File: config.mk
export PLATFORM = sky130hd
export DESIGN_NAME = adc_result_regs
export DESIGN_NICKNAME = d
export VERILOG_FILES = /design/src/shared/adc_result_pkg.sv /design/src/shared/result_if.sv /design/src/adc_result_regs.sv /design/src/pin_sync.sv /design/src/result_bank.sv
export VERILOG_INCLUDE_DIRS = /design/src /design/src/shared
export SDC_FILE = /design/constraint.sdc
export NUM_CORES = 1
export LEC_CHECK = 0
export BUFFER_PORTS_ARGS = -buffer_cell sky130_fd_sc_hd__buf_4
export CORE_UTILIZATION = 60
export CTS_BUF_LIST = sky130_fd_sc_hd__clkbuf_16
export CTS_CLUSTER_DIAMETER = 80
export CTS_CLUSTER_SIZE = 10
export DETAILED_ROUTE_END_ITERATION = 7
export GPL_TIMING_DRIVEN = 0
export PLACE_DENSITY_LB_ADDON = 0.05
export SLEW_MARGIN = 30
export SYNTH_ARGS = -nofsm -noshare
export SYNTH_HDL_FRONTEND = slang
export SYNTH_HIERARCHICAL = 1
export SYNTH_SLANG_ARGS = --single-unit
File: constraint.sdc
create_clock -name clock -period 13.45 [get_ports clock]
set_input_delay 2.69 -clock clock [delete_from_list [all_inputs] [get_ports clock]]
set_output_delay 2.69 -clock clock [all_outputs]
set_load 0.1 [all_outputs]
File: src/shared/adc_result_params.svh
`ifndef ADC_RESULT_PARAMS_SVH
`define ADC_RESULT_PARAMS_SVH

// ----------------------------------------------------------------
// result register byte offsets (high byte at offset, low byte at +1)
// ----------------------------------------------------------------
`define BUS_CURRENT_ADDR 8'h25
`define BUS_VOLTAGE_ADDR 8'h27
`define INPUT_ONE_VOLTAGE_ADDR 8'h29
`define INPUT_TWO_VOLTAGE_ADDR 8'h2b
`define OUTPUT_VOLTAGE_ADDR 8'h2d
`define BATTERY_VOLTAGE_ADDR 8'h2f
`define BATTERY_CURRENT_ADDR 8'h31
`define BUS_THERMISTOR_ADDR 8'h33
`define BATTERY_THERMISTOR_ADDR 8'h35
`define DIE_TEMPERATURE_ADDR 8'h37
`define RESULT_RESET 16'h0000

// ----------------------------------------------------------------
// host scaling of each code: value = offset + code * step
// offsets and steps in millionths of the unit (mA, mV, %, degC)
// ----------------------------------------------------------------
`define BUS_CURRENT_SC_OFFSET 66000000
`define BUS_CURRENT_SC_STEP 997200
`define BUS_CURRENT_BYP_OFFSET 64000000
`define BUS_CURRENT_BYP_STEP 1027900
`define BUS_VOLTAGE_OFFSET 0
`define BUS_VOLTAGE_STEP 1002000
`define INPUT_ONE_OFFSET 3000000
`define INPUT_ONE_STEP 1000800
`define INPUT_TWO_OFFSET 5000000
`define INPUT_TWO_STEP 1000600
`define OUTPUT_VOLTAGE_OFFSET 2000000
`define OUTPUT_VOLTAGE_STEP 1003700
`define BATTERY_VOLTAGE_OFFSET 1000000
`define BATTERY_VOLTAGE_STEP 1017000
`define BATTERY_CURRENT_OFFSET -150000000
`define BATTERY_CURRENT_STEP 999000
`define BUS_THERMISTOR_OFFSET 100000
`define BUS_THERMISTOR_STEP 98600
`define BATTERY_THERMISTOR_OFFSET 65000
`define BATTERY_THERMISTOR_STEP 97620
`define DIE_TEMPERATURE_OFFSET -3500000
`define DIE_TEMPERATURE_STEP 507900

// ----------------------------------------------------------------
// switching frequency select
// ----------------------------------------------------------------
`define FREQ_REG_ADDR 8'h10
`define FSW_LSB 5
`define FSW_WIDTH 3
`define FSW_DEFAULT 3'h0
`define FSW_DEFAULT_KHZ 500
`define FSW_ADVISED_WITH_BAT_CURRENT_KHZ 375

// ----------------------------------------------------------------
// serial port framing
// ----------------------------------------------------------------
`define BYTE_BITS 4'h8
`define TARGET_ADDR_DEFAULT 7'h2a

`endif

File: src/shared/adc_result_pkg.sv
package adc_result_pkg;

	// ----------------------------------------------------------------
	// types
	// ----------------------------------------------------------------
	typedef logic [15:0] result_t;
	typedef logic [7:0] byte_t;

	// channel order matches the register order in the map
	typedef enum logic [3:0] {
		bus_current_reading,
		bus_voltage_reading,
		input_one_voltage_reading,
		input_two_voltage_reading,
		output_voltage_reading,
		battery_voltage_reading,
		battery_current_reading,
		bus_thermistor_reading,
		battery_thermistor_reading,
		die_temperature_reading
	} channel_t;

	typedef enum logic [3:0] {
		st_idle,
		st_addr,
		st_addr_ack,
		st_ptr,
		st_ptr_ack,
		st_wdata,
		st_wdata_ack,
		st_rdata,
		st_rdata_ack,
		st_ignore
	} port_state_t;

endpackage : adc_result_pkg

File: src/shared/result_if.sv
interface result_if;
	// conversion results into the bank
	logic sample_valid;
	adc_result_pkg::channel_t sample_chan;
	adc_result_pkg::result_t sample_code;
	logic sample_bypass;
	// read side
	adc_result_pkg::channel_t rd_chan;
	adc_result_pkg::result_t rd_word;
	logic bus_bypass;

	modport regs (
		output sample_valid, sample_chan, sample_code, sample_bypass, rd_chan,
		input rd_word, bus_bypass
	);
	modport bank (
		input sample_valid, sample_chan, sample_code, sample_bypass, rd_chan,
		output rd_word, bus_bypass
	);
endinterface : result_if

File: src/adc_result_regs.sv
// Operation
// - bus current word at 0x25, code scaling depends on switched-cap or bypass mode
// - bus voltage word at 0x27, zero offset, 1.002 mV step
// - first input voltage word at 0x29, 3 mV offset, 1.0008 mV step
// - second input voltage word at 0x2b, 5 mV offset, 1.0006 mV step
// - output voltage word at 0x2d, 2 mV offset, 1.0037 mV step
// - battery voltage word at 0x2f, 1 mV offset, 1.017 mV step
// - battery current word at 0x31, minus 150 mA offset, 0.999 mA step
// - bus thermistor ratio word at 0x33, 0.1 percent offset, 0.09860 step
// - battery thermistor ratio word at 0x35, 0.065 percent offset, 0.09762 step
// - die temperature word at 0x37, minus 3.5 degC offset, 0.5079 step
// - results are read-only, ignore writes, read zero after reset
// - stage runs at 500 kHz by default; host picks frequency at 0x10
`include "adc_result_params.svh"

module adc_result_regs #(
	parameter logic [6:0] TARGET_ADDR = `TARGET_ADDR_DEFAULT,
	parameter logic [`FSW_WIDTH-1:0] FSW_RESET = `FSW_DEFAULT
) (
	// clock and reset
	input wire logic clock,
	input wire logic rst,
	// serial control port, open drain data
	input wire logic scl_in,
	input wire logic sda_in,
	output logic sda_out,
	output logic sda_oe,
	// conversion results from the converter
	input wire logic sample_valid,
	input wire logic [3:0] sample_channel,
	input wire logic [15:0] sample_code,
	input wire logic sample_bypass,
	// power stage control
	output logic [`FSW_WIDTH-1:0] fsw_select,
	output logic bus_current_bypass
);

	// ----------------------------------------------------------------
	// address decode
	// ----------------------------------------------------------------

	// {hit, low byte, channel} for a byte address inside the result block
	function automatic logic [5:0] decode_result(input logic [7:0] addr);
		logic [7:0] off;
		off = 8'(addr - `BUS_CURRENT_ADDR);
		if ((addr >= `BUS_CURRENT_ADDR) && (addr <= 8'(`DIE_TEMPERATURE_ADDR + 8'h01))) begin
			decode_result = {1'b1, off[0], off[4:1]};
		end else begin
			decode_result = 6'h00;
		end
	endfunction : decode_result

	// ----------------------------------------------------------------
	// pins and storage
	// ----------------------------------------------------------------
	logic [1:0] pins_s;
	logic scl_s;
	logic sda_s;
	result_if rif ();

	// both port pins cross into the clock domain before any decode
	pin_sync #(
		.WIDTH(2),
		.IDLE(2'h3)
	) u_sync (
		.clock(clock),
		.rst(rst),
		.din({scl_in, sda_in}),
		.dout(pins_s)
	);

	result_bank #(
		.NUM_CH(10)
	) u_bank (
		.clock(clock),
		.rst(rst),
		.rif(rif)
	);

	assign scl_s = pins_s[1];
	assign sda_s = pins_s[0];

	// converter samples go straight into the bank
	assign rif.sample_valid = sample_valid;
	assign rif.sample_chan = adc_result_pkg::channel_t'(sample_channel);
	assign rif.sample_code = sample_code;
	assign rif.sample_bypass = sample_bypass;

	// ----------------------------------------------------------------
	// port state
	// ----------------------------------------------------------------
	adc_result_pkg::port_state_t state_r, state_nxt;
	logic scl_q_r, scl_q_nxt;
	logic sda_q_r, sda_q_nxt;
	logic [3:0] cnt_r, cnt_nxt;
	adc_result_pkg::byte_t shift_r, shift_nxt;
	logic rw_r, rw_nxt;
	adc_result_pkg::byte_t ptr_r, ptr_nxt;
	logic drive_r, drive_nxt;
	adc_result_pkg::byte_t hold_r, hold_nxt;
	adc_result_pkg::byte_t hold_ptr_r, hold_ptr_nxt;
	logic hold_v_r, hold_v_nxt;
	logic [`FSW_WIDTH-1:0] fsw_r, fsw_nxt;

	logic scl_rise;
	logic scl_fall;
	logic start_det;
	logic stop_det;
	logic [5:0] dec;
	adc_result_pkg::byte_t tx_byte;

	// line events; data may only move while the clock line is low
	assign scl_rise = scl_s & ~scl_q_r;
	assign scl_fall = ~scl_s & scl_q_r;
	assign start_det = scl_s & scl_q_r & sda_q_r & ~sda_s;
	assign stop_det = scl_s & scl_q_r & ~sda_q_r & sda_s;

	// the word addressed by the pointer is offered to the read path
	assign dec = decode_result(ptr_r);
	assign rif.rd_chan = adc_result_pkg::channel_t'(dec[3:0]);

	// byte to send for the current pointer
	always_comb begin
		tx_byte = 8'h00;
		if (dec[5]) begin
			if (!dec[4]) begin
				tx_byte = rif.rd_word[15:8];
			end else if (hold_v_r && (hold_ptr_r == ptr_r)) begin
				// low byte latched with its high byte, so a newer sample cannot split the pair
				tx_byte = hold_r;
			end else begin
				tx_byte = rif.rd_word[7:0];
			end
		end else if (ptr_r == `FREQ_REG_ADDR) begin
			tx_byte[`FSW_LSB +: `FSW_WIDTH] = fsw_r;
		end
	end

	// protocol next state
	always_comb begin
		state_nxt = state_r;
		scl_q_nxt = scl_s;
		sda_q_nxt = sda_s;
		cnt_nxt = cnt_r;
		shift_nxt = shift_r;
		rw_nxt = rw_r;
		ptr_nxt = ptr_r;
		drive_nxt = drive_r;
		hold_nxt = hold_r;
		hold_ptr_nxt = hold_ptr_r;
		hold_v_nxt = hold_v_r;
		fsw_nxt = fsw_r;
		if (start_det) begin
			// a repeated start also lands here and keeps the pointer
			state_nxt = adc_result_pkg::st_addr;
			cnt_nxt = 4'h0;
			drive_nxt = 1'b0;
			hold_v_nxt = 1'b0;
		end else if (stop_det) begin
			state_nxt = adc_result_pkg::st_idle;
			drive_nxt = 1'b0;
			hold_v_nxt = 1'b0;
		end else begin
			case (state_r)
				adc_result_pkg::st_addr, adc_result_pkg::st_ptr, adc_result_pkg::st_wdata: begin
					if (scl_rise && (cnt_r < `BYTE_BITS)) begin
						shift_nxt = {shift_r[6:0], sda_s};
						cnt_nxt = 4'(cnt_r + 4'h1);
					end else if (scl_fall && (cnt_r == `BYTE_BITS)) begin
						drive_nxt = 1'b1;
						if (state_r == adc_result_pkg::st_addr) begin
							if (shift_r[7:1] == TARGET_ADDR) begin
								rw_nxt = shift_r[0];
								state_nxt = adc_result_pkg::st_addr_ack;
							end else begin
								drive_nxt = 1'b0;
								state_nxt = adc_result_pkg::st_ignore;
							end
						end else if (state_r == adc_result_pkg::st_ptr) begin
							ptr_nxt = shift_r;
							state_nxt = adc_result_pkg::st_ptr_ack;
						end else begin
							// only the frequency field is writable; results drop writes
							if (ptr_r == `FREQ_REG_ADDR) begin
								fsw_nxt = shift_r[`FSW_LSB +: `FSW_WIDTH];
							end
							ptr_nxt = 8'(ptr_r + 8'h01);
							state_nxt = adc_result_pkg::st_wdata_ack;
						end
					end
				end
				adc_result_pkg::st_addr_ack: begin
					if (rw_r && scl_rise) begin
						// hand over in the acknowledge high phase so the first byte loads on its fall
						cnt_nxt = 4'h0;
						state_nxt = adc_result_pkg::st_rdata_ack;
					end else if (!rw_r && scl_fall) begin
						cnt_nxt = 4'h0;
						drive_nxt = 1'b0;
						state_nxt = adc_result_pkg::st_ptr;
					end
				end
				adc_result_pkg::st_ptr_ack, adc_result_pkg::st_wdata_ack: begin
					if (scl_fall) begin
						drive_nxt = 1'b0;
						cnt_nxt = 4'h0;
						state_nxt = adc_result_pkg::st_wdata;
					end
				end
				adc_result_pkg::st_rdata: begin
					if (scl_rise) begin
						cnt_nxt = 4'(cnt_r + 4'h1);
					end else if (scl_fall) begin
						if (cnt_r == `BYTE_BITS) begin
							// release the line for the host acknowledge
							drive_nxt = 1'b0;
							cnt_nxt = 4'h1;
							state_nxt = adc_result_pkg::st_rdata_ack;
						end else begin
							shift_nxt = {shift_r[6:0], 1'b0};
							drive_nxt = ~shift_r[6];
						end
					end
				end
				adc_result_pkg::st_rdata_ack: begin
					// cnt 0 means load on this fall, 1 means acknowledge still due
					if (scl_rise && (cnt_r != 4'h0)) begin
						if (sda_s) begin
							state_nxt = adc_result_pkg::st_ignore;
						end else begin
							cnt_nxt = 4'h0;
						end
					end else if (scl_fall && (cnt_r == 4'h0)) begin
						shift_nxt = tx_byte;
						drive_nxt = ~tx_byte[7];
						ptr_nxt = 8'(ptr_r + 8'h01);
						if (dec[5] && !dec[4]) begin
							hold_nxt = rif.rd_word[7:0];
							hold_ptr_nxt = 8'(ptr_r + 8'h01);
							hold_v_nxt = 1'b1;
						end else begin
							hold_v_nxt = 1'b0;
						end
						state_nxt = adc_result_pkg::st_rdata;
					end
				end
				adc_result_pkg::st_idle, adc_result_pkg::st_ignore: begin
					drive_nxt = 1'b0;
				end
				default: begin
					drive_nxt = 1'b0;
					state_nxt = adc_result_pkg::st_idle;
				end
			endcase
		end
	end

	// protocol registers
	always_ff @(posedge clock or posedge rst) begin
		if (rst) begin
			state_r <= adc_result_pkg::st_idle;
			scl_q_r <= 1'b1;
			sda_q_r <= 1'b1;
			cnt_r <= 4'h0;
			shift_r <= 8'h00;
			rw_r <= 1'b0;
			ptr_r <= 8'h00;
			drive_r <= 1'b0;
			hold_r <= 8'h00;
			hold_ptr_r <= 8'h00;
			hold_v_r <= 1'b0;
			fsw_r <= FSW_RESET;
		end else begin
			state_r <= state_nxt;
			scl_q_r <= scl_q_nxt;
			sda_q_r <= sda_q_nxt;
			cnt_r <= cnt_nxt;
			shift_r <= shift_nxt;
			rw_r <= rw_nxt;
			ptr_r <= ptr_nxt;
			drive_r <= drive_nxt;
			hold_r <= hold_nxt;
			hold_ptr_r <= hold_ptr_nxt;
			hold_v_r <= hold_v_nxt;
			fsw_r <= fsw_nxt;
		end
	end

	// ----------------------------------------------------------------
	// outputs
	// ----------------------------------------------------------------

	// open drain: only ever pull low
	assign sda_out = 1'b0;
	assign sda_oe = drive_r;
	assign fsw_select = fsw_r;
	assign bus_current_bypass = rif.bus_bypass;

endmodule : adc_result_regs

File: src/pin_sync.sv
module pin_sync #(
	parameter int WIDTH = 2,
	parameter logic [WIDTH-1:0] IDLE = '1
) (
	// clock and reset
	input wire logic clock,
	input wire logic rst,
	// asynchronous levels in, synchronised levels out
	input wire logic [WIDTH-1:0] din,
	output logic [WIDTH-1:0] dout
);

	logic [WIDTH-1:0] meta_r;
	logic [WIDTH-1:0] sync_r;

	// two stages; meta_r feeds sync_r only
	always_ff @(posedge clock or posedge rst) begin
		if (rst) begin
			meta_r <= IDLE;
			sync_r <= IDLE;
		end else begin
			meta_r <= din;
			sync_r <= meta_r;
		end
	end

	assign dout = sync_r;

endmodule : pin_sync

File: src/result_bank.sv
`include "adc_result_params.svh"

module result_bank #(
	parameter int NUM_CH = 10
) (
	// clock and reset
	input wire logic clock,
	input wire logic rst,
	// results in and read port
	result_if.bank rif
);

	adc_result_pkg::result_t result_r [NUM_CH];
	adc_result_pkg::result_t result_nxt [NUM_CH];
	logic bypass_r;
	logic bypass_nxt;

	// a sample replaces the whole word in one edge, so both bytes stay paired
	always_comb begin
		for (int i = 0; i < NUM_CH; i++) begin
			result_nxt[i] = result_r[i];
		end
		bypass_nxt = bypass_r;
		if (rif.sample_valid && (int'(rif.sample_chan) < NUM_CH)) begin
			result_nxt[rif.sample_chan] = rif.sample_code;
			// scaling of the bus current follows the stage mode of its sample
			if (rif.sample_chan == adc_result_pkg::bus_current_reading) begin
				bypass_nxt = rif.sample_bypass;
			end
		end
	end

	// results clear to zero and change only by conversion
	always_ff @(posedge clock or posedge rst) begin
		if (rst) begin
			for (int i = 0; i < NUM_CH; i++) begin
				result_r[i] <= `RESULT_RESET;
			end
			bypass_r <= 1'b0;
		end else begin
			for (int i = 0; i < NUM_CH; i++) begin
				result_r[i] <= result_nxt[i];
			end
			bypass_r <= bypass_nxt;
		end
	end

	// unknown channel reads as zero
	assign rif.rd_word = (int'(rif.rd_chan) < NUM_CH) ? result_r[rif.rd_chan] : `RESULT_RESET;
	assign rif.bus_bypass = bypass_r;

endmodule : result_bank

# --- After elaboration in Yosys (flattened, before gate mapping) ---
# Cells that the tools add are included.
totals:
  output_inout_bits: 6
  register_bits: 213
  in_bits: 26
op_classes:
  n_addsub: 3
  eq_ne: 45
  magnitude_cmp: 8
  bitwise: 21
  n_reduce_logical: 35
  mux: 77
op_table:
  columns: ["cell", "count"]
  rows:
  - ["bitwise mux 160 bit", 1]
  - ["2-to-1 mux 8 bit", 14]
  - ["2-to-1 mux 4 bit", 26]
  - ["binary-select mux 16 bit (select 4 bit)", 1]
  - ["demux 16 bit (select 4 bit)", 1]
  - ["2-to-1 mux 16 bit", 4]
  - ["inequality test 4 bit, second input constant", 13]
  - ["AND reduction 9 bit", 3]
  - ["case mux 4 bit (6 select lines)", 1]
  - ["case mux 8 bit (3 select lines)", 1]
  - ["2-to-1 mux 1 bit", 20]
  - ["inequality test 2 bit, second input constant", 10]
  - ["case mux 4 bit (5 select lines)", 1]
  - ["inequality test 3 bit, second input constant", 6]
  - ["equality test 4 x 3 -> 1 bit, second input constant", 4]
  - ["case mux 8 bit (2 select lines)", 1]
  - ["AND reduction 8 bit", 2]
  - ["equality test 4 bit, second input constant", 3]
  - ["logical NOT 4 bit", 3]
  - ["< comparator 4 bit, second input constant", 3]
  - ["inverter 1 bit", 12]
  - ["logical AND 1 bit", 11]
  - ["greater-or-equal comparator 5 bit, second input constant", 2]
  - ["inequality test 5 bit, second input constant", 2]
  - ["31 further kinds", 44]

# --- Logic depth before layout (Yosys ltp) ---
# Gate-level depths: netlist of run 1.
depth:
  depth_word: 17
  depth_mapped: 18
  depth_no_buf: 14

# --- By module ---
# Netlist of run 1, hierarchy kept.
by_module_without_submodules:
  columns: ["mod", "n_inst", "area_per_inst_um2", "cells_each"]
  rows:
  - ["result_bank", 1, 7473.4, 533]
  - ["adc_result_regs", 1, 3417.0, 376]
  - ["pin_sync", 1, 108.9, 5]

# --- Worst setup path before layout of run 1 ---
# OpenSTA, ideal clock, no wires.
synth_path:
  kind: "input-to-reg"
  start: "input sample_channel[3]"
  end: "register u_bank/result_r[80] (netlist bit)"
  path_stages: 5
  n_path_buf: 3
  required_ns: 13.325
  arrival_ns: 3.937
  setup_slack_ns: 9.387
  cell_sequence: "buf_2 or4b_1 buf_4 buf_6 mux2_4"
synth_between:
  elab_chain_len: 6
synth_rtl:
  columns: ["item", "line", "text"]
  rows:
  - ["start, declared", "adc_result_regs.sv:30", "input wire logic [3:0] sample_channel,"]
  - ["inverter 4 -> 5 bit (not written as such)", "result_bank.sv:25", "result_nxt[rif.sample_chan] = rif.sample_code;"]
  - ["greater-or-equal comparator 5 bit (not written as such) or < comparator 5 x 1 -> 1 bit (tied branches)", "result_bank.sv:25", null]
  - ["logical AND 1 bit (not written as such)", "result_bank.sv:25", null]
  - ["2-to-1 mux 16 bit (not written as such)", "result_bank.sv:25", null]
  - ["demux 16 bit (select 4 bit)", "result_bank.sv:25", null]
  - ["bitwise mux 160 bit", "result_bank.sv:25", null]
  - ["end signal, assigned by index", "result_bank.sv:37", "result_r[i] <= `RESULT_RESET;"]
  - ["end signal, assigned by index", "result_bank.sv:42", "result_r[i] <= result_nxt[i];"]
  - ["end, declared", "result_bank.sv:13", "adc_result_pkg::result_t result_r [NUM_CH];"]
# Several ways; a longest one is shown, not always the timed one.
# A chain may end at the register's enable or synchronous reset.

# --- Final worst setup path of run 1 ---
layout_path:
  start: "register ptr_r[0]"
  end: "register drive_r, in the netlist sda_oe"
layout_between:
  elab_chain_len: 17
layout_rtl:
  columns: ["item", "line", "text"]
  rows:
  - ["start, declared", "adc_result_regs.sv:98", "adc_result_pkg::byte_t ptr_r, ptr_nxt;"]
  - ["start signal, assigned", "adc_result_regs.sv:280", "ptr_r <= ptr_nxt;"]
  - ["greater-or-equal comparator 8 x 6 -> 1 bit (no source line) or <= comparator 8 x 6 -> 1 bit (tied branches)", null, null]
  - ["logical AND 1 bit", "adc_result_regs.sv:46", "if ((addr >= `BUS_CURRENT_ADDR) && (addr <= 8'(`DIE_TEMPERATURE_ADDR + 8'h01))) begin"]
  - ["2-to-1 mux 6 bit *", "adc_result_regs.sv:46", null]
  - ["named net dec[1]", "adc_result_regs.sv:109", "logic [5:0] dec;"]
  - ["inverter 4 -> 5 bit (not written as such)", "result_bank.sv:49", "assign rif.rd_word = (int'(rif.rd_chan) < NUM_CH) ? result_r[rif.rd_chan] : `RESULT_RESET;"]
  - ["binary-select mux 16 bit (select 4 bit)", "result_bank.sv:49", null]
  - ["2-to-1 mux 16 bit (not written as such) (2 in series)", "result_bank.sv:49", null]
  - ["2-to-1 mux 16 bit (no source line) *", null, null]
  - ["named net rif.rd_word[7]", "result_if.sv:9", "adc_result_pkg::result_t rd_word;"]
  - ["(+1 left out)", null, null]
  - ["2-to-1 mux 8 bit *", "adc_result_regs.sv:126", "if (!dec[4]) begin"]
  - ["2-to-1 mux 3 bit *", "adc_result_regs.sv:125", "if (dec[5]) begin"]
  - ["inverter 1 bit *", "adc_result_regs.sv:235", "drive_nxt = ~tx_byte[7];"]
  - ["2-to-1 mux 1 bit *", "adc_result_regs.sv:233", "end else if (scl_fall && (cnt_r == 4'h0)) begin"]
  - ["2-to-1 mux 1 bit *", "adc_result_regs.sv:227", "if (scl_rise && (cnt_r != 4'h0)) begin"]
  - ["case mux 1 bit (5 select lines) *", "adc_result_regs.sv:164", "case (state_r)"]
  - ["2-to-1 mux 1 bit *", "adc_result_regs.sv:159", "end else if (stop_det) begin"]
  - ["2-to-1 mux 1 bit *", "adc_result_regs.sv:153", "if (start_det) begin"]
  - ["end signal, assigned", "adc_result_regs.sv:281", "drive_r <= drive_nxt;"]
  - ["end, declared", "adc_result_regs.sv:99", "logic drive_r, drive_nxt;"]
# The timed path passes the listed nets; every way through them passes the cells marked *. The select of a mux whose other input is x is not followed.

==> results of run 1 <==
==> metrics by stage <==
stage                     area, um2  worst slack [ps]  hold WS (ps)  util [%]  cells
after floorplan               11000              6410           345         -    914
after detailed placement      11400              8600           347      63.5   1156
after CTS                     12100              8580           355      67.3   1192
after global placement        11400              5080           346      63.3   1155
final                         12100              8530           354      67.3   1192
after global routing          12100              8210           357      67.3   1192
==> worst max-delay path: stages, from the launching register on <==
cell,delay [ps]
dfrtp_1,570
clkinv_1,370
ha_1,310
nor2b_1,140
o211ai_1,220
or2_1,130
clkbuf_1,290
nor2_1,150
clkbuf_1,310
nor2_1,630
nand2_1,350
clkbuf_1,330
o22ai_1,240
mux2i_1,170
o311ai_1,400
o211ai_1,150
==> cell usage after synthesis, types with 11 or more instances <==
| cell | instances | area, um2 |
|---|---|---|
| nor2b_1 | 11 | 68.8 |
| mux2i_1 | 78 | 781 |
| o22ai_1 | 31 | 194 |
| dfrtp_1 | 207 | 5180 |
| nand3_1 | 15 | 75.1 |
| inv_1 | 12 | 45.0 |
| nand2b_1 | 19 | 119 |
| xnor2_1 | 12 | 105 |
| clkbuf_1 | 14 | 52.6 |
| o21ai_0 | 23 | 115 |
| a21oi_1 | 24 | 120 |
| nor2_1 | 41 | 154 |
| buf_2 | 27 | 135 |
| mux2_2 | 165 | 1860 |
| a22oi_1 | 12 | 90.1 |
| nand2_1 | 39 | 146 |
| buf_1 | 17 | 63.8 |
==> per-layer routing <==
layer	wire [um]	track usage, %	vias up
met4	812	11.2	0
met2	13100	48.6	204
li1	-	-	3424
met5	0	0	-
met3	1030	3.16	65
met1	11000	37.7	3793
==> sequential cells by signal, indices dropped and copies added (netlist names) <==
signal / cells
hold_v_r: 1
state_r: 4
u_sync/meta_r: 2
u_bank/rif.bus_bypass: 1
hold_ptr_r: 8
shift_r: 8
rw_r: 1
scl_q_r: 1
u_bank/result_r: 160
sda_oe: 1
fsw_select: 3
hold_r: 8
u_sync/dout: 2
sda_q_r: 1
ptr_r: 8
cnt_r: 4
==> where the power goes <==
part / internal, mW / total [mW] / switching, mW / leakage, nW
Sequential: 0.792 / 0.896 / 0.105 / 2.64
Clock: 0.330 / 0.577 / 0.247 / 0.365
Combinational: 0.326 / 0.728 / 0.402 / 2.10
==> cell families (layout without fill, tap and decap cells) <==
group           count (synthesis)  after routing  share of synthesized area (%)
compound gates                154            154                           9.60
xor+xnor                       16             16                           1.27
fa+ha+maj                       9              9                           1.02
buf+inv                        85            134                           3.86
flops                         213            213                           48.5
mux                           264            264                           26.8
other cells                     1              1                         0.0341
simple gates                  172            172                           8.90
==> cell usage in the layout (no fill, tap or decap), drive strengths merged, types with 9 or more instances in the layout <==
cell type	netlist	routed
nor2b	11	11
mux2i	78	78
nand2	39	39
a21oi	26	26
ha	9	9
o22ai	31	31
clkbuf	14	39
inv	12	23
o21ai	26	26
nand3	15	15
buf	57	70
nor2	44	44
dfrtp	207	207
a31oi	10	10
a22oi	13	13
xnor2	12	12
mux2	183	183
nand2b	20	20
==> final cells by class <==
| cell class | instances | share of cell area, % |
|---|---|---|
| clock inverters | 11 | 0.424 |
| multi-input cells | 616 | 43.3 |
| repair buffers | 13 | 0.973 |
| well taps | 229 | 2.37 |
| clock buffers | 25 | 5.17 |
| plain buffers | 71 | 3.07 |
| flip-flops and latches | 213 | 44.1 |
| inverters | 14 | 0.517 |
==> worst max path at each step <==
| stage | start | to | slack (ps) | depth (start not counted) |
|---|---|---|---|---|
| 3_3_place_gp | rst | u_bank/result_r[34] | 5080 | 2 |
| 5_1_grt | ptr_r[0] | sda_oe | 8210 | 15 |
| 6_report | ptr_r[0] | sda_oe | 8530 | 15 |
| 2_1_floorplan | rst | u_bank/result_r[0] | 6410 | 1 |
| 4_1_cts | ptr_r[0] | sda_oe | 8580 | 15 |
| 3_5_place_dp | ptr_r[0] | sda_oe | 8600 | 15 |
==> results.yml, run 1 <==
outcome:
  status: "finished, final reports clean"
synthesis:
  syn-instance-count: 914
  synthArstFlopShare_pct: 100
  ys_warn_count: 6
  synth_area_mm2: 0.0110
  ys_types: 84
  synth_edf_count: 0
  synth-seq-cells: 213
  synthFlopType: "dfrtp_1"
  syn_area_per_cell_um2: 12.0
  syn-num-nets: 949
  yosysSeqAreaShare_pct: 48.5
cts:
  cts_setup_buffers: 0
  cts_tree: "yes"
  cts.clk_slew.worst_paths_ps: 60
  clock-sinks: 213
  clock_latency_ps: 520
  cts_buffer_depth: 3
  cts_htree_levels: 1
  holdBufCountCts: 0
  ctsRootBufferMaster: "clkbuf_16"
  cts-buffers-inserted: 25
  ctsResizeCount: 0
floorplanning:
  io_pins: 32
  fp-row-count: 49
  fp.dieW_um: 137
  die_height_um: 137
  die-area_mm2: 0.0189
  initial_utilization_pct: 61.2
  coreArea_mm2: 0.0180
placement:
  dp_hpwl_um: 18300
  gp_congestion: 0.872
  port_buffers: 12
critical_path:
  r2r_end: "sda_oe"
  cp.required_ps: 13840
  critical_path_arrival_ps: 5310
  reg2reg_from: "ptr_r[0]"
  rrSetupSlack_ps: 8530
  r2r_cells: 15
  critPathLaunchType: "flop"
  crit_fanout: 10
  cp-end-kind: "flop"
  crit_type: "reg2reg"
run:
  maxCapViolations: 0
drt:
  drt_iter0_markers: 503
  wire_per_inst_um: 21.8
  final_antenna_net_count: 0
  firstDrtPassIters: 6
  drc: 0
  drt-total-wl_um: 25900
  num_vias: 7486
  vias_per_cell: 6.28
power_and_ir_drop:
  p_leak_nw: 5.11
  max-vdd-ir-drop_v: 0.000146
  power_mw: 2.20
  power.density_mw_per_mm2: 182
timing:
  setup_viol: 0
  hold_viol: 0
  max_freq_ghz: 0.203
  finalMaxSlewViolations: 0
  timing.slew.headroom_pct: 45.1
  worst_clock_skew_ps: 18.9
  period_share_pct: 36.6
  period_needed_ps: 4920
  rsz0062_at_grt: "false"
  tns_ps: 0
  worst_pin_slew_ps: 812
finish:
  ff_latch_area_mm2: 0.00534
  drive_gt1_share_pct: 30.1
  fin_nets: 989
  multi_input_area_mm2: 0.00524
  fillers: 1368
  area_growth_syn_to_layout_pct: 9.92
  n_antenna_cell: 0
global_route:
  grt_max_degree: 88
  grt_use_total_pct: 28.7
  grt_pass1_wl_um: 41200
  antenna_found_initial: 0
  grt_pass1_vias: 7514
  grt-ovfl-total: 0
worst_hold_path:
  hold_start: "u_sync/meta_r[1]"
  min_path_type: "reg2reg"
  min_delay_worst_endpoint: "u_sync/dout[1]"
  hold_depth: 0
Note: power is estimated with default switching activity, not from simulation.
==> inputs of run 2 (changes only) <==
==> constraint.sdc (replaced) <==
create_clock -name clock -period 4.6 [get_ports clock]
set_input_delay 0.92 -clock clock [delete_from_list [all_inputs] [get_ports clock]]
set_output_delay 0.92 -clock clock [all_outputs]
set_load 0.1 [all_outputs]
==> run 2 against run 1 <==
Effect of this change: the run now ends with DRC left; clock power rose to 2.9 times the previous value; sequential power rose to 2.9 times the previous value; clock skew up 1.3 ps; routed wire length up 2.2%; register-to-register slack worse by 8300 ps; die area unchanged; first-iteration DRC count down 24%; clock-buffer cell count unchanged; worst setup slack worse by 8300 ps; total power rose to 2.9 times the previous value; core utilization up 0.49 points; combinational power rose to 3.0 times the previous value; critical path type unchanged; largest power group unchanged; highest routed layer unchanged.
==> results.yml, run 2 (synthesized netlist as in run 1, its figures left out) <==
outcome:
  status: "finished with violations"
  violations: "DRC"
floorplanning:
  die_height_um: 137
  io_pins: 32
  initial_utilization_pct: 61.2
  coreArea_mm2: 0.0180
  die-area_mm2: 0.0189
  fp.dieW_um: 137
  fp-row-count: 49
timing:
  tns_ps: 0
  period_needed_ps: 4330
  setup_viol: 0
  timing.slew.headroom_pct: 40.2
  worst_clock_skew_ps: 20.2
  fin_ws_ps: 270
  max_freq_ghz: 0.231
  hold_viol: 0
  period_share_pct: 94.1
  finalMaxSlewViolations: 0
  worst_pin_slew_ps: 885
finish:
  top_register: "u_bank/result_r"
  ff_latch_area_mm2: 0.00534
  largest_reg_flops: 160
  layout_common_cells: "206 x dfrtp_1, 165 x mux2_2, 78 x mux2i_1"
  layout.cells.most_common: "dfrtp_1"
  fillers: 1333
  area_growth_syn_to_layout_pct: 10.7
  fin_cells: 1194
  n_antenna_cell: 0
  drive_gt1_share_pct: 31.1
  fin_nets: 992
  utilization_pct: 67.8
  multi_input_area_mm2: 0.00525
drt:
  drt_iter0_markers: 384
  drt-total-wl_um: 26500
  drc: 2
  num_vias: 7533
  vias_per_cell: 6.31
  firstDrtPassIters: 7
  wire_per_inst_um: 22.2
  final_antenna_net_count: 0
global_route:
  grt_pass1_vias: 7857
  grt_pass1_wl_um: 42800
  grt_use_total_pct: 29.8
  antenna_found_initial: 0
  grt-ovfl-total: 0
  grt_max_degree: 49
placement:
  port_buffers: 12
  dp_hpwl_um: 19000
  place_ws_ps: -430
  dp_cells: 1160
  gp_congestion: 0.897
critical_path:
  crit_chain: "clkinv_2 > ha_1 > nor2b_1 > o211ai_1 > or2_1 > clkbuf_1 > nor2_1 > clkbuf_1 > nor2_4 > nand2_1 > clkbuf_1 > o22ai_1 > and2_1 > a221oi_1 > o311ai_2 > o211a_1"
  crit_buf_inv: 4
  cp_slowest_cell: "dfrtp_2"
  r2r_cells: 16
  cp-end-kind: "flop"
  cp.required_ps: 5010
  critical_path_arrival_ps: 4740
  r2r_end: "shift_r[7]"
  crit_fanout: 10
  crit_type: "reg2reg"
  path_delay_family: "simple AND/OR/NAND/NOR gates"
  rrSetupSlack_ps: 270
  critPathLaunchType: "flop"
  reg2reg_from: "ptr_r[0]"
  path_common_cell: "clkbuf_1"
  max_stage_delay_ps: 490
cts:
  ctsRootBufferMaster: "clkbuf_16"
  clock-sinks: 213
  clock_latency_ps: 520
  cts_tree: "yes"
  cts_htree_levels: 1
  cts-buffers-inserted: 25
  holdBufCountCts: 0
  cts_buffer_depth: 3
  cts.clk_slew.worst_paths_ps: 60
  cts_setup_buffers: 0
worst_hold_path:
  hold_start: "u_sync/meta_r[0]"
  min_path_type: "reg2reg"
  min_delay_worst_endpoint: "u_sync/dout[0]"
  hold_depth: 0
power_and_ir_drop:
  power_mw: 6.46
  p_leak_nw: 5.14
  max-vdd-ir-drop_v: 0.000347
  power.density_mw_per_mm2: 531
run:
  maxCapViolations: 0
-- run 2: changes by cell type in the layout (fill, tap and decap cells not counted), moves of 2 or more --
cell,change
inv_1,-2
clkbuf_1,-2
clkbuf_2,+2
buf_12,+4
clkinvlp_4,+2
-- run 2: per-layer routing --
metal	global-route usage [%]	up-vias	wire length (um)
met5	0	-	0
met4	8.97	0	554
met3	4.16	44	1060
met2	52.5	211	13700
met1	38.0	3857	11200
li1	-	3421	-
-- run 2: worst max path at each step --
stage | startpoint | endpoint | slack (ps) | depth (start not counted)
CTS | ptr_r[0] | sda_oe | 140 | 15
detailed placement | ptr_r[0] | sda_oe | -430 | 15
finish | ptr_r[0] | shift_r[7] | 270 | 16
global placement | ptr_r[0] | sda_oe | -280 | 15
floorplan | ptr_r[0] | shift_r[7] | 1190 | 18
global route | ptr_r[0] | shift_r[7] | -40 | 16
-- run 2: final cells by class --
type                    instances  area share [%]
clock inverters                10           0.380
multi-input cells             616            43.1
plain buffers                  70            3.04
well taps                     229            2.35
clock buffers                  25            5.14
flip-flops and latches        213            43.8
inverters                      14           0.493
repair buffers                 17            1.62
-- run 2: repair_timing --
action	CTS	global route
setup endpoints to repair	8	3
resized for setup	4	3
pin swaps	0	0
hold endpoints to repair	0	0
-- run 2: through the flow --
step	cell area, um2	hold WS, ps
global placement	11400	348
finish	12200	373
detailed placement	11500	355
CTS	12200	375
global route	12200	377
floorplan	11000	345
-- run 2: power by group --
part | internal (mW) | switching (mW)
registers | 2.32 | 0.311
clock network | 0.963 | 0.713
logic | 0.962 | 1.19
total | 4.24 | 2.22
==> inputs of run 3 (changes only) <==
--- a/config.mk
+++ b/config.mk
@@ -17,5 +17,4 @@
 export SLEW_MARGIN = 30
 export SYNTH_ARGS = -nofsm -noshare
 export SYNTH_HDL_FRONTEND = slang
-export SYNTH_HIERARCHICAL = 1
 export SYNTH_SLANG_ARGS = --single-unit
==> constraint.sdc (replaced) <==
create_clock -name clock -period 4.6 [get_ports clock]
set_input_delay 0.92 -clock clock [delete_from_list [all_inputs] [get_ports clock]]
set_output_delay 0.92 -clock clock [all_outputs]
set_load 0.05 [all_outputs]
==> run 3 against run 2 <==
Effect of this change: the flow now finishes without violations; final area is 0.16% lower; sequential share of layout area grew 0.062 points; worst hold slack got worse by 20 ps; critical endpoint is now shift_r[4]; synthesized cell count up 6.7%; first-iteration DRC count rose by 71%; sequential power is essentially flat; clock power is 2% higher; area after synthesis fell by 0.83%; largest power group unchanged; flip-flop and latch count stayed put; die area down 0.82%; global-route usage increased by 1.5 points; core utilization rose by 1.5 points.
==> results.yml, run 3 <==
global_route:
  grt-ovfl-total: 0
  grt_use_total_pct: 31.3
  grt_pass1_wl_um: 44100
  grt_use_met2_pct: 51.3
  grt_pass1_vias: 7730
  grt_busiest_layer: "met2"
  antenna_found_initial: 0
  grt_max_degree: 30
  met1_usage_pct: 44.6
  met3_usage_pct: 4.19
cts:
  ctsResizeCount: 0
  holdBufCountCts: 0
  clock-sinks: 213
  cts-buffers-inserted: 25
  cts.clk_slew.worst_paths_ps: 60
  ctsRootBufferMaster: "clkbuf_16"
  cts_htree_levels: 1
  clock_latency_ps: 530
  cts_setup_buffers: 0
  cts_buffer_depth: 3
  cts_tree: "yes"
timing:
  timing.slew.headroom_pct: 32.2
  setup_viol: 0
  worst_pin_slew_ps: 1020
  hold_viol: 0
  hold_slack_ps: 353
  max_freq_ghz: 0.234
  worst_clock_skew_ps: 6.50
  rsz0062_at_grt: "false"
  finalMaxSlewViolations: 0
  period_needed_ps: 4280
  period_share_pct: 93.1
synthesis:
  ys_warn_count: 0
  synth_top_cell_by_area: "dfrtp_1"
  yosys-top-cells-count: "207 x dfrtp_1, 168 x mux2_2, 85 x nand2_1"
  syn-instance-count: 975
  syn-num-nets: 1010
  synth_fa_ha_area_share_pct: 1.03
  synth_area_mm2: 0.0109
  synth_mux_area_share_pct: 21.4
  synthArstFlopShare_pct: 100
  syn_area_per_cell_um2: 11.2
  ys_types: 73
  synth_top_family_by_area: "multiplexers"
  synth-seq-cells: 213
  synth-compound-area-share_pct: 12.1
  synth_area_leaders: "dfrtp_1 47%, mux2_2 17%, nand2_1 2.9%"
  yosysMostFrequentCell: "dfrtp_1"
  synth-simple-area-share_pct: 11.4
  synthXorXnorAreaFrac_pct: 1.53
  synth_edf_count: 0
  yosysSeqAreaShare_pct: 48.9
  synthFlopType: "dfrtp_1"
  synth.top_cell.area_share_pct: 47.5
power_and_ir_drop:
  p_leak_nw: 5.10
  max-vdd-ir-drop_v: 0.000356
  seq_power_share_pct: 39.2
  comb_power_share_pct: 34.9
  p_sw_share_pct: 36.0
  power.density_mw_per_mm2: 546
  p_clk_share_pct: 25.9
  switchingPower_mw: 2.39
  p_int_mw: 4.24
finish:
  n_antenna_cell: 0
  layout.cells.most_common: "dfrtp_1"
  top_register: "u_bank.result_r"
  drive_gt1_share_pct: 26.5
  largest_reg_flops: 160
  layout_common_cells: "207 x dfrtp_1, 168 x mux2_2, 85 x nand2_1"
  area_growth_syn_to_layout_pct: 11.5
  fillers: 1339
  fin_nets: 1057
  utilization_pct: 69.3
placement:
  gp_congestion: 0.907
  port_buffers: 12
  dp_hpwl_um: 19200
critical_path:
  critPathLaunchType: "flop"
  cp.required_ps: 5010
  critical_path_arrival_ps: 4700
  cp-end-kind: "flop"
  crit_type: "reg2reg"
  crit_fanout: 10
floorplanning:
  coreArea_mm2: 0.0175
  fp.dieW_um: 137
  fp-row-count: 48
  io_pins: 32
  die_height_um: 137
  initial_utilization_pct: 62.2
  die-area_mm2: 0.0187
worst_hold_path:
  min_path_type: "reg2reg"
drt:
  final_antenna_net_count: 0
  drt-total-wl_um: 27800
  num_vias: 8022
  drt_iter0_markers: 657
  wire_per_inst_um: 22.2
  vias_per_cell: 6.40
  drc: 0
  firstDrtPassIters: 5
outcome:
  status: "finished, final reports clean"
run:
  maxCapViolations: 0
[run 3: changes by cell type in the layout (fill, tap and decap cells not counted), sizes merged, moves of 9 or more]
cell	change
a22oi	-13
mux2	-15
nand2b	-11
nand3	+13
nand2	+46
a21oi	+34
nor3	+17
clkbuf	+26
buf	-22
inv	+10
mux2i	-59
o211ai	+9
o22ai	-22
[run 3: kinds of logic (layout without fill, tap and decap cells)]
group,Yosys count,after routing
XOR/XNOR,19,19
AO/OA/AOI/OAI,194,194
flip-flops,213,213
other,1,1
buffers and inverters,92,146
multiplexers,198,198
adder cells (fa/ha/maj),9,9
AND/OR/NAND/NOR,249,249
[run 3: worst max-delay path: stages, from the launching register on]
cell       delay, ps
dfrtp_1          410
clkbuf_1         430
inv_1            130
ha_1             310
nand2b_1         170
a211o_1          140
clkbuf_1         340
nand3_4          260
clkbuf_1         400
nand2_1          170
a21oi_1           90
a2111oi_1        890
o211ai_1         240
o211a_1          180
[run 3: power groups by stage]
stage / Combinational [mW] / Sequential [mW] / Clock, mW
final: 2.32 / 2.60 / 1.72
after global routing: 2.52 / 2.65 / 1.81
after CTS: 2.28 / 2.59 / 1.74
after detailed placement: 2.26 / 2.62 / 0
after global placement: 2.22 / 2.61 / 0
after floorplan: 1.73 / 2.54 / 0
[run 3: per-layer routing]
layer	share of wire (%)	routed length (um)
met2	48	13300
met3	6.2	1730
met1	44	12200
met5	0	0
met4	1.9	515
[run 3: final timing paths]
path	cells after the start	endpoint	from	slack, ps
worst min-delay path	0	u_sync.dout[0]	u_sync.meta_r[0]	350
worst min register to register	0	u_sync.dout[0]	u_sync.meta_r[0]	350
max in group asynchronous	6	u_bank.result_r[69]	rst	3130
worst max register to register	13	shift_r[4]	ptr_r[0]	320
worst max-delay path	13	shift_r[4]	ptr_r[0]	320
min in group asynchronous	2	u_bank.result_r[12]	rst	410
[run 3: layout make-up]
type | instances | area, um2 | area share (%)
buffer | 71 | 312 | 2.56
clock buffer | 25 | 626 | 5.15
clock inverter | 9 | 55.1 | 0.453
tap | 225 | 282 | 2.32
sequential | 213 | 5340 | 43.9
multi-input combinational | 670 | 5200 | 42.8
inverter | 21 | 82.6 | 0.679
timing repair buffer | 20 | 265 | 2.18
[run 3: stage by stage]
stage	std cells	setup TNS (ps)	setup slack, ps	instance area [um2]	power [mW]
after CTS	1254	0	435	12200	6.61
after detailed placement	1220	0	473	11500	4.88
after floorplan	975	0	915	10900	4.27
after global routing	1254	0	271	12200	6.98
final	1254	0	317	12200	6.63
after global placement	1212	-68570	-346	11300	4.83
